===== config.mk =====
export PLATFORM = sky130hd
export DESIGN_NAME = tp_cfg_regs
export DESIGN_NICKNAME = d
export VERILOG_FILES = /design/src/tp_cfg_pkg.sv /design/src/tp_cfg_regs.sv /design/src/tp_sync.sv
export VERILOG_INCLUDE_DIRS = /design/src
export SDC_FILE = /design/constraint.sdc
export NUM_CORES = 1
export LEC_CHECK = 0
export ABC_CLOCK_PERIOD_IN_PS = 2200
export BUFFER_PORTS_ARGS = -buffer_cell sky130_fd_sc_hd__buf_2
export CAP_MARGIN = 30
export CORE_ASPECT_RATIO = 0.8
export CORE_UTILIZATION = 50
export DETAILED_ROUTE_END_ITERATION = 7
export PLACE_DENSITY = 0.75
export SETUP_SLACK_MARGIN = 0.1
export SLEW_MARGIN = 5
export SYNTH_ARGS = -nofsm -noshare
export SYNTH_HDL_FRONTEND = slang
export SYNTH_SLANG_ARGS = --single-unit

===== constraint.sdc =====
create_clock -name clk_i -period 2.2 [get_ports clk_i]
set_input_delay 0 -clock clk_i [delete_from_list [all_inputs] [get_ports clk_i]]
set_output_delay 0 -clock clk_i [all_outputs]
set_load 0.02 [all_outputs]

===== src/tp_cfg_map.svh =====
// Function
// RQ1: idle bit 5 routes idle state of channels 2,3,6,7 to test points.
// RQ2: idle bit 4 routes idle state of channels 0,1,4,5 to test points.
// RQ3: bits 1:0 trim swing of all channels; 10 is unity default.
// RQ4: rate bit 7 routes rate result of channels 2,3,6,7 to test points.
// RQ5: rate bit 6 routes rate result of channels 0,1,4,5 to test points.
// RQ6: strap bit 0 turns the four address strap pins into outputs.
// RQ7: software keeps reserved bits zero; they are plain storage only.
`ifndef TP_CFG_MAP_SVH
`define TP_CFG_MAP_SVH

// register offsets
`define IDLE_TP_OFFSET      8'h47
`define RATE_TP_OFFSET      8'h4C
`define STRAP_CTRL_OFFSET   8'h4E

// reset values
`define IDLE_TP_RESET       8'h02
`define RATE_TP_RESET       8'h00
`define STRAP_CTRL_RESET    8'h00

// field positions
`define IDLE_HI_BIT         5
`define IDLE_LO_BIT         4
`define RATE_HI_BIT         7
`define RATE_LO_BIT         6
`define STRAP_OUT_BIT       0
`define TRIM_MSB            1
`define TRIM_LSB            0

// channel groups
`define GROUP_HI_MASK       8'hCC
`define GROUP_LO_MASK       8'h33

// defined fields of each register; every other bit is reserved
`define IDLE_TP_MASK        8'h33
`define RATE_TP_MASK        8'hC0
`define STRAP_CTRL_MASK     8'h01

// management address high bits (arbitrary value)
`define MGMT_ADDR_BASE      3'h5

// cycles after reset release before straps are caught
`define STRAP_SETTLE        2'h3

`endif


===== src/tp_cfg_pkg.sv =====
package tp_cfg_pkg;

    typedef enum logic [2:0] {
        st_idle,
        st_rx,
        st_ack,
        st_tx,
        st_tx_ack,
        st_tx_next
    } state_type;

    typedef enum logic [1:0] {
        ph_addr,
        ph_reg,
        ph_data
    } phase_type;

    typedef struct packed {
        logic [7:0] idle;
        logic [7:0] rate;
    } tp_type;

    typedef struct packed {
        logic [3:0] out;
        logic [3:0] oe;
    } strap_pin_type;

endpackage


===== src/tp_cfg_regs.sv =====
`timescale 1ns/1ps
`default_nettype none
`include "tp_cfg_map.svh"

module tp_cfg_regs (
    input  wire logic                      clk_i,
    input  wire logic                      reset_n_i,
    input  wire logic                      scl_i,
    input  wire logic                      sda_i,
    output logic                           sda_o,
    output logic                           sda_oe_o,
    input  wire logic [7:0]                idle_detect_i,
    input  wire logic [7:0]                rate_detect_i,
    input  wire logic [3:0]                strap_i,
    output tp_cfg_pkg::strap_pin_type      strap_pin_o,
    output tp_cfg_pkg::tp_type             test_point_o,
    output logic [1:0]                     global_swing_trim_o
);
    import tp_cfg_pkg::*;

    logic        scl_s, sda_s, scl_prev_q, sda_prev_q;
    logic        scl_n_s, sda_n_s;
    logic [7:0]  idle_s, rate_s;
    logic [3:0]  strap_s;
    logic [7:0]  idle_tp_q, rate_tp_q, strap_ctrl_q;
    logic [7:0]  ptr_q, shift_q, rd_byte;
    logic [3:0]  cnt_q;
    logic [1:0]  settle_q;
    logic [3:0]  addr_low_q;
    logic        rw_q;
    state_type   state_q;
    phase_type   phase_q;

    // pins into the clock domain; bus lines pass inverted so that the
    // cleared synchroniser matches the idle-high bus and no false edge follows reset
    tp_sync #(.WIDTH(2)) u_bus_sync (
        .clk_i     (clk_i),
        .reset_n_i (reset_n_i),
        .async_i   (~{scl_i, sda_i}),
        .sync_o    ({scl_n_s, sda_n_s})
    );
    assign scl_s = ~scl_n_s;
    assign sda_s = ~sda_n_s;
    tp_sync #(.WIDTH(20)) u_pin_sync (
        .clk_i     (clk_i),
        .reset_n_i (reset_n_i),
        .async_i   ({idle_detect_i, rate_detect_i, strap_i}),
        .sync_o    ({idle_s, rate_s, strap_s})
    );

    // bus event decode
    wire scl_rise   = scl_s & ~scl_prev_q;
    wire scl_fall   = ~scl_s & scl_prev_q;
    wire bus_start  = scl_s & scl_prev_q & sda_prev_q & ~sda_s;
    wire bus_stop   = scl_s & scl_prev_q & ~sda_prev_q & sda_s;
    wire byte_full  = (cnt_q == 4'h8);
    wire addr_match = (shift_q[7:1] == {`MGMT_ADDR_BASE, addr_low_q});
    wire wr_strobe  = (state_q == st_rx) && scl_fall && byte_full && (phase_q == ph_data);
    wire wr_idle    = wr_strobe && (ptr_q == `IDLE_TP_OFFSET);
    wire wr_rate    = wr_strobe && (ptr_q == `RATE_TP_OFFSET);
    wire wr_strap   = wr_strobe && (ptr_q == `STRAP_CTRL_OFFSET);

    // read mux; unmapped offsets read zero
    assign rd_byte = (ptr_q == `IDLE_TP_OFFSET)    ? idle_tp_q    :
                     (ptr_q == `RATE_TP_OFFSET)    ? rate_tp_q    :
                     (ptr_q == `STRAP_CTRL_OFFSET) ? strap_ctrl_q : 8'h00;

    // per-channel test point enables
    wire [7:0] idle_en = ({8{idle_tp_q[`IDLE_HI_BIT]}} & `GROUP_HI_MASK) // RQ1
                       | ({8{idle_tp_q[`IDLE_LO_BIT]}} & `GROUP_LO_MASK); // RQ2
    wire [7:0] rate_en = ({8{rate_tp_q[`RATE_HI_BIT]}} & `GROUP_HI_MASK) // RQ4
                       | ({8{rate_tp_q[`RATE_LO_BIT]}} & `GROUP_LO_MASK); // RQ5
    wire [7:0] idle_tp = idle_s & idle_en;
    wire [7:0] rate_tp = rate_s & rate_en;
    wire [3:0] strap_drv;
    for (genvar i = 0; i < 4; i++) begin : g_strap
        assign strap_drv[i] = |{idle_tp[2*i+1 -: 2], rate_tp[2*i+1 -: 2]};
    end

    // edge history of the bus lines
    always_ff @(posedge clk_i or negedge reset_n_i) begin
        if (!reset_n_i) begin
            scl_prev_q <= 1'b1;
            sda_prev_q <= 1'b1;
        end else begin
            scl_prev_q <= scl_s;
            sda_prev_q <= sda_s;
        end
    end

    // strap capture after reset release, once synchronised
    always_ff @(posedge clk_i or negedge reset_n_i) begin
        if (!reset_n_i) begin
            settle_q   <= 2'h0;
            addr_low_q <= 4'h0;
        end else if (settle_q != `STRAP_SETTLE) begin
            settle_q   <= settle_q + 2'h1;
            addr_low_q <= strap_s;
        end
    end

    // register storage, reserved bits kept as written
    always_ff @(posedge clk_i or negedge reset_n_i) begin
        if (!reset_n_i) begin
            idle_tp_q    <= `IDLE_TP_RESET;
            rate_tp_q    <= `RATE_TP_RESET;
            strap_ctrl_q <= `STRAP_CTRL_RESET;
        end else begin
            if (wr_idle)  idle_tp_q    <= shift_q; // RQ7
            if (wr_rate)  rate_tp_q    <= shift_q;
            if (wr_strap) strap_ctrl_q <= shift_q;
        end
    end

    // registered outputs towards pins and analog
    always_ff @(posedge clk_i or negedge reset_n_i) begin
        if (!reset_n_i) begin
            test_point_o        <= '0;
            strap_pin_o         <= '0;
            global_swing_trim_o <= 2'h2;
            sda_o               <= 1'b0;
        end else begin
            test_point_o.idle   <= idle_tp; // RQ1 RQ2
            test_point_o.rate   <= rate_tp; // RQ4 RQ5
            strap_pin_o.out     <= strap_drv;
            strap_pin_o.oe      <= {4{strap_ctrl_q[`STRAP_OUT_BIT]}}; // RQ6
            global_swing_trim_o <= idle_tp_q[`TRIM_MSB:`TRIM_LSB]; // RQ3
            sda_o               <= 1'b0;
        end
    end

    // serial management slave
    always_ff @(posedge clk_i or negedge reset_n_i) begin
        if (!reset_n_i) begin
            state_q  <= st_idle;
            phase_q  <= ph_addr;
            cnt_q    <= 4'h0;
            shift_q  <= 8'h00;
            ptr_q    <= 8'h00;
            rw_q     <= 1'b0;
            sda_oe_o <= 1'b0;
        end else if (bus_stop) begin
            state_q  <= st_idle;
            sda_oe_o <= 1'b0;
        end else if (bus_start) begin
            state_q  <= st_rx;
            phase_q  <= ph_addr;
            cnt_q    <= 4'h0;
            sda_oe_o <= 1'b0;
        end else begin
            unique case (state_q)
                st_idle: begin
                    sda_oe_o <= 1'b0;
                end
                st_rx: begin
                    if (scl_rise && !byte_full) begin
                        shift_q <= {shift_q[6:0], sda_s};
                        cnt_q   <= cnt_q + 4'h1;
                    end else if (scl_fall && byte_full) begin
                        cnt_q    <= 4'h0;
                        state_q  <= st_ack;
                        sda_oe_o <= 1'b1;
                        unique case (phase_q)
                            ph_addr: begin
                                rw_q <= shift_q[0];
                                if (!addr_match) begin
                                    state_q  <= st_idle;
                                    sda_oe_o <= 1'b0;
                                end
                            end
                            ph_reg:  ptr_q <= shift_q;
                            ph_data: ptr_q <= ptr_q + 8'h01;
                            default: state_q <= st_idle;
                        endcase
                    end
                end
                st_ack: begin
                    if (scl_fall) begin
                        if (phase_q == ph_addr && rw_q) begin
                            state_q  <= st_tx;
                            shift_q  <= {rd_byte[6:0], 1'b0};
                            sda_oe_o <= ~rd_byte[7];
                        end else begin
                            state_q  <= st_rx;
                            sda_oe_o <= 1'b0;
                            phase_q  <= (phase_q == ph_addr) ? ph_reg : ph_data;
                        end
                    end
                end
                st_tx: begin
                    if (scl_rise) begin
                        cnt_q <= cnt_q + 4'h1;
                    end else if (scl_fall) begin
                        if (cnt_q == 4'h8) begin
                            state_q  <= st_tx_ack;
                            sda_oe_o <= 1'b0;
                            cnt_q    <= 4'h0;
                        end else begin
                            sda_oe_o <= ~shift_q[7];
                            shift_q  <= {shift_q[6:0], 1'b0};
                        end
                    end
                end
                st_tx_ack: begin
                    if (scl_rise) begin
                        state_q <= sda_s ? st_idle : st_tx_next;
                        ptr_q   <= ptr_q + 8'h01;
                    end
                end
                st_tx_next: begin
                    if (scl_fall) begin
                        state_q  <= st_tx;
                        shift_q  <= {rd_byte[6:0], 1'b0};
                        sda_oe_o <= ~rd_byte[7];
                    end
                end
            endcase
        end
    end
endmodule

`default_nettype wire


===== src/tp_sync.sv =====
`timescale 1ns/1ps
`default_nettype none

module tp_sync #(
    parameter int WIDTH = 1
) (
    input  wire logic             clk_i,
    input  wire logic             reset_n_i,
    input  wire logic [WIDTH-1:0] async_i,
    output logic      [WIDTH-1:0] sync_o
);

    logic [WIDTH-1:0] meta_q;

    // two flops; the first is read only by the second
    always_ff @(posedge clk_i or negedge reset_n_i) begin
        if (!reset_n_i) begin
            meta_q <= '0;
            sync_o <= '0;
        end else begin
            meta_q <= async_i;
            sync_o <= meta_q;
        end
    end

endmodule

`default_nettype wire

==> results of run 1 <==
Yosys cell counts, types with 2 or more instances:
master       n  area share [%]
a211oi_1     5            0.70
a2bb2oi_1    3            0.49
nand3b_1     4            0.56
dfrtp_1    122              57
xnor2_1      5            0.82
buf_4        6            0.84
nand2_1     26             1.8
nand2b_1     2            0.23
mux2i_1      3            0.56
or3b_2       2            0.33
and4_1       2            0.33
ha_1        13             3.0
nor2b_1      2            0.23
a221oi_1     8             1.3
inv_1       14            0.98
o21ai_0     12             1.1
or4_1        5            0.70
nand4b_1     2            0.33
o21a_1       2            0.28
a22oi_1      2            0.28
o31ai_1      9             1.3
a31oi_1      4            0.47
a21oi_1      6            0.56
and2_1      19             2.2
a32o_1       2            0.37
a22o_1       2            0.33
clkbuf_1     3            0.21
nor2_1      22             1.5
and3_1       9             1.1
dfstp_2      4             2.0
clkbuf_8     4             1.0
o2bb2ai_1    2            0.33
buf_2        7            0.65
nand3_1     15             1.4
nor3_1       5            0.47
mux2_2      39             8.2
power by group through the flow:
stage	clock, W	combinational [W]	sequential (W)
after global placement	0	0.000263	0.00249
after detailed placement	0	0.000272	0.00249
final	0.00266	0.000328	0.00245
after floorplan	0	0.000144	0.00248
after CTS	0.00271	0.000307	0.00245
after global routing	0.00282	0.000361	0.00246
per-layer routing:
| layer | track usage, % | vias up | share of wire [%] |
|---|---|---|---|
| li1 | - | 1717 | - |
| met1 | 30.5 | 1865 | 46 |
| met2 | 35.0 | 134 | 47 |
| met3 | 7.43 | 22 | 5.8 |
| met4 | 10.5 | 0 | 1.5 |
| met5 | 0 | - | 0 |
final cells by class:
class	count	share of cell area, %
clock buffers	18	6.35
clock inverters	14	2.00
inverters	14	0.778
multi-input cells	263	30.5
flip-flops and latches	126	46.7
well taps	140	2.59
repair buffers	99	11.0
worst max-delay path: stages (launching register included):
cell and delay, ns:
dfstp_2 0.54, ha_1 0.26, or3b_2 0.52, nand3_1 0.12
o31ai_2 0.09, buf_4 0.17, a32o_1 0.24
path summary, 6_finish.rpt:
check / end / cells past startpoint
min reg2reg: u_pin_sync.sync_o[12] / 0
max: cnt_q[2] / 6
max reg2reg: cnt_q[2] / 6
min: cnt_q[3] / 2
min in group clk_i: u_pin_sync.meta_q[0] / 2
max in group asynchronous: scl_prev_q / 3
flip-flops by register name (all words and copies together) (netlist names):
signal               flops
test_point_o            16
settle_q                 2
u_bus_sync.sync_o        2
idle_tp_q                8
cnt_q                    4
rate_tp_q                8
scl_prev_q               1
u_bus_sync.meta_q        2
ptr_q                    8
global_swing_trim_o      2
u_pin_sync.meta_q       20
state_q                  3
rw_q                     1
u_pin_sync.sync_o       20
strap_pin_o              5
shift_q                  8
phase_q                  2
sda_prev_q               1
addr_low_q               4
sda_oe_o                 1
strap_ctrl_q             8
repair_timing:
item	4_1_cts	5_1_grt
endpoints found under the hold margin	62	0
hold buffers	23	0
setup buffers	0	5
pin swaps	0	5
endpoints found under the setup margin	1	27
resized for setup	1	17
cell families after synthesis:
logic type,Yosys count,synth area share (%)
simple gates,129,13.8
mux,42,8.76
other cells,1,0.0700
buf+inv,35,3.92
xor+xnor,6,0.981
compound gates,72,10.4
fa+ha+maj,13,3.04
flops,126,58.9
through the flow:
| step | total power [W] | hold WS [ns] | area, um2 |
|---|---|---|---|
| 2_1_floorplan | 0.00262 | -0.296 | 5360 |
| 3_3_place_gp | 0.00275 | 0.0461 | 5850 |
| 3_5_place_dp | 0.00276 | 0.0611 | 5850 |
| 4_1_cts | 0.00547 | 0.162 | 6650 |
| 5_1_grt | 0.00565 | 0.184 | 6760 |
| 6_report | 0.00545 | 0.144 | 6760 |
==> out/results.tsv, run 1 <==
stage	metric	value	unit
sta	RSZ-0062 raised after global routing	yes	
drt	routed wire length	11900	um
global_routing	aggregate global-route resource usage	23.1	%
yosys	Post-synth EDFFs	0	
clocking	Clock Latency Late Sink	0.42	ns
drt	Via density	5.55	
die	IO Count	52	
yosys	Synth warnings	0	
clocking	Worst-path clk slew	0.06	ns
status	status	finished clean	
final_layout	area grow syn2layout	26.1	%
final_layout	# fillers	766	
clocking	H-tree levels	4	
worst_setup_path	critical path type	reg2reg	
placed_design	Setup WS pre-CTS	0.133	ns
worst_setup_path	FF-to-FF setup slack	0.15	ns
yosys	predominant post-synthesis flop cell	dfrtp_1	
final_layout	register area	3160	um2
hold_path	Hold Crit Class	in2async	
global_routing	largest net degree at the start of global routing	48	
placed_design	IO Port Bufs	50	
drt	first drt pass iteration count	5	
final_layout	most frequent cells in the layout	122 x dfrtp_1, 49 x buf_2, 39 x mux2_2	
sta	final setup TNS	0	ns
yosys	post-synthesis async set-or-reset flop share	100	%
sta	minimum clock period	2.05	ns
worst_setup_path	worst-path fanout max	6	
yosys	post-synth net total	461	
power	VDD IR max	0.598	mV
die	Die ar.	11100	um2
clocking	Clock Sink Count	126	
yosys	mapped cell area	5360	um2
sta	FMAX	487	MHz
yosys	Seq/Total Area, Yosys	58.9	%
drt	antenna viol nets, final	0	
yosys	Yosys reg bits	126	
drt	vias post-DR	3738	
clocking	CTS tree	yes	
final_layout	leading cell type in the layout, fill and taps excluded	dfrtp_1	
worst_setup_path	Req. time, crit path	2.50	ns
power	Internal Power	0.00412	W
global_routing	vias in the first global route	3786	
final_layout	area occupied by multi-input gates	2060	um2
die	total core area	10300	um2
clocking	clk root buf	clkbuf_16	
final_layout	Core Util, Final	65.5	%
sta	worst relative slew slack	58.9	%
worst_setup_path	worst r2r src	scl_prev_q	
power	net switching power	0.00133	W
drt	Routed wire per std cell	17.7	um
power	Cell Pwr Density	806	nW/um2
placed_design	Final Wtd Congestion	0.958	
power	switch share	24.4	%
global_routing	first-pass GRT wire length	19200	um
power	Comb power frac	6.0	%
die	die height	94.6	um
yosys	Yosys cell types	68	
job	MaxCap Viol Count	0	
worst_setup_path	crit end category	flop	
yosys	Mean Syn Cell Area	12.6	um2
clocking	total CTS buffers	17	
placed_design	DP HPWL	7580	um
power	Static Leak	3.20	nW
sta	Worst Skew	0.0183	ns
final_layout	Final Non-Filler Cells	674	
die	Die Wd	118	um
sta	worst slew pin tran	0.617	ns
sta	final hold viol count	0	
die	starting density of the core	51.9	%
worst_setup_path	Startpoint Class	flop	
sta	final slew viol count	0	
drt	Residual DRC	0	
final_layout	NumNets Final	558	
placed_design	placed cells	614	
global_routing	GRT overflow	0	
sta	Final WS setup	0.147	ns
die	row count	33	
final_layout	ant diodes	0	
drt	Iteration-0 DRC Markers	278	
sta	crit share post-route	93.3	%
sta	Final setup viols	0	
power	power share of the sequential group	45.1	%
power	clock power share	48.9	%
worst_setup_path	Critical Path AT	2.35	ns
clocking	maximum clock path buffer count	2	
worst_setup_path	crit path from	scl_prev_q	
yosys	Mapped Cells	424	
global_routing	initial antenna violation count	0	
final_layout	share of layout cells above drive strength 1	33.9	%
Power figures use the tool's default switching activity.
==> inputs of run 2 (changes only) <==
--- a/config.mk
+++ b/config.mk
@@ -10,9 +10,9 @@
 export BUFFER_PORTS_ARGS = -buffer_cell sky130_fd_sc_hd__buf_2
 export CAP_MARGIN = 30
 export CORE_ASPECT_RATIO = 0.8
-export CORE_UTILIZATION = 50
+export CORE_UTILIZATION = 59
 export DETAILED_ROUTE_END_ITERATION = 7
-export PLACE_DENSITY = 0.75
+export PLACE_DENSITY = 0.86
 export SETUP_SLACK_MARGIN = 0.1
 export SLEW_MARGIN = 5
 export SYNTH_ARGS = -nofsm -noshare
==> run 2 against run 1 <==
Net effect:
- power rose by 6.6%
- largest cell class unchanged
- routed wire length up 26%
- cell count down 3.3%
- utilization increased by 14 points
==> out/results.tsv, run 2 (synthesis gave the netlist of run 1 again) <==
stage	metric	value	unit
worst_setup_path	crit end category	flop	
final_layout	NumNets Final	564	
sta	worst relative slew slack	55.6	%
power	switch share	24.3	%
clocking	Worst-path clk slew	0.06	ns
power	net switching power	0.00141	W
sta	Worst Skew	0.00884	ns
global_routing	vias in the first global route	4173	
job	MaxCap Viol Count	0	
worst_setup_path	Critical Path AT	2.45	ns
power	VDD IR max	0.824	mV
sta	final hold viol count	0	
placed_design	DP HPWL	7970	um
final_layout	area grow syn2layout	28.5	%
die	row count	30	
drt	routed wire length	15000	um
sta	worst slew pin tran	0.657	ns
worst_setup_path	Req. time, crit path	2.49	ns
sta	final setup TNS	0	ns
placed_design	post-place instance area	5810	um2
final_layout	Final Non-Filler Cells	652	
clocking	CTS tree	yes	
status	status	finished clean	
die	Die ar.	9470	um2
final_layout	share of layout cells above drive strength 1	36.9	%
global_routing	first-pass GRT wire length	22700	um
final_layout	Largest regs	u_pin_sync.meta_q: 20 flops, u_pin_sync.sync_o: 20 flops, test_point_o: 16 flops	
sta	final slew viol count	0	
clocking	maximum clock path buffer count	2	
clocking	clk root buf	clkbuf_16	
placed_design	IO Port Bufs	50	
worst_setup_path	worst-path fanout max	8	
worst_setup_path	Cell Chain, Critical Path	inv_1, ha_4, mux2_2, a22oi_2, o32ai_4, buf_4, a211oi_2, a211oi_1	
sta	Worst Hold Margin	0.0901	ns
power	clock power share	51.2	%
worst_setup_path	Max stage delay on crit path	0.60	ns
drt	vias post-DR	4086	
sta	Final WS setup	0.0364	ns
clocking	Clock Latency Late Sink	0.42	ns
drt	first drt pass iteration count	5	
global_routing	aggregate global-route resource usage	33.7	%
final_layout	ant diodes	0	
power	Cell Pwr Density	843	nW/um2
clocking	total CTS buffers	17	
drt	Iteration-0 DRC Markers	500	
drt	Residual DRC	0	
die	total core area	8630	um2
drt	antenna viol nets, final	0	
power	power share of the sequential group	42.7	%
sta	minimum clock period	2.16	ns
drt	Via density	6.27	
die	IO Count	52	
drt	Routed wire per std cell	23.0	um
power	Internal Power	0.00439	W
global_routing	initial antenna violation count	0	
sta	FMAX	462	MHz
hold_path	Hold Crit Class	in2async	
clocking	Clock Sink Count	126	
die	Die Wd	109	um
die	starting density of the core	62.1	%
placed_design	Final Wtd Congestion	0.883	
placed_design	placed cells	590	
sta	Final setup viols	0	
clocking	H-tree levels	4	
final_layout	design area	6880	um2
placed_design	Setup WS pre-CTS	0.000556	ns
sta	crit share post-route	98.3	%
final_layout	leading cell type in the layout, fill and taps excluded	dfrtp_1	
sta	RSZ-0062 raised after global routing	yes	
global_routing	largest net degree at the start of global routing	48	
worst_setup_path	Slowest cell on crit path	dfstp_2	
final_layout	most frequent cells in the layout	121 x dfrtp_1, 49 x buf_2, 39 x mux2_2	
power	Static Leak	3.26	nW
die	die height	87.2	um
power	Comb power frac	6.1	%
worst_setup_path	critical path type	reg2reg	
global_routing	GRT overflow	0	
worst_setup_path	Startpoint Class	flop	
## run 2: cell types whose count changed in the layout (fill, tap and decap cells not counted), sizes merged
cell,change
buf,+6
bufinv,+2
clkinvlp,-2
## run 2: repair_timing
action | 4_1_cts | 5_1_grt
buffers inserted | 4 | 3
endpoints found under the hold margin | 105 | 0
pin swaps | 3 | 9
resized for setup | 7 | 28
hold buffers | 23 | 0
setup endpoints to repair | 24 | 45
## run 2: worst max-delay path: cells and delay by family (launching register included)
kind / cells / cell delay, ns
AOI/OAI and AO/OA: 4 / 0.68
adders and majority gates: 1 / 0.20
buffers and inverters: 2 / 0.29
DFF: 1 / 0.60
muxes: 1 / 0.27
## run 2: layer usage
layer  track usage [%]  wire length, um
met4              15.4              550
met2              53.3             7330
met5                 0                0
met3              8.68             1360
met1              44.1             5760
## run 2: power groups by stage
stage | sequential [W] | clock, W | combinational, W
detailed placement | 0.00251 | 0 | 0.000265
global route | 0.00248 | 0.00309 | 0.000382
CTS | 0.00247 | 0.00297 | 0.000310
global placement | 0.00250 | 0 | 0.000250
floorplan | 0.00248 | 0 | 0.000144
finish | 0.00248 | 0.00297 | 0.000352
## run 2: layout make-up
| cell class | instances | area (um2) |
|---|---|---|
| multi-input cells | 263 | 2150 |
| clock buffers | 18 | 439 |
| clock inverters | 14 | 180 |
| fillers | 427 | 1750 |
| inverters | 14 | 52.6 |
| well taps | 112 | 140 |
| flip-flops and latches | 126 | 3160 |
| repair buffers | 105 | 761 |
## run 2: path summary, 6_finish.rpt
check	startpoint	end	slack [ns]	cells after the start
worst max-delay path	scl_prev_q	state_q[0]	0.04	8
worst min-delay path	reset_n_i	cnt_q[3]	0.09	2
worst max register to register	scl_prev_q	state_q[0]	0.04	8
worst min register to register	u_bus_sync.meta_q[0]	u_bus_sync.sync_o[0]	0.34	0
max in group asynchronous	reset_n_i	u_pin_sync.meta_q[19]	1.36	3
min in group clk_i	rate_detect_i[7]	u_pin_sync.meta_q[11]	0.23	2
## run 2: metrics by stage
stage	util, %	power, W
floorplan	-	0.00262
finish	79.7	0.00580
global placement	67.2	0.00275
detailed placement	67.2	0.00277
global route	79.7	0.00596
CTS	77.9	0.00575
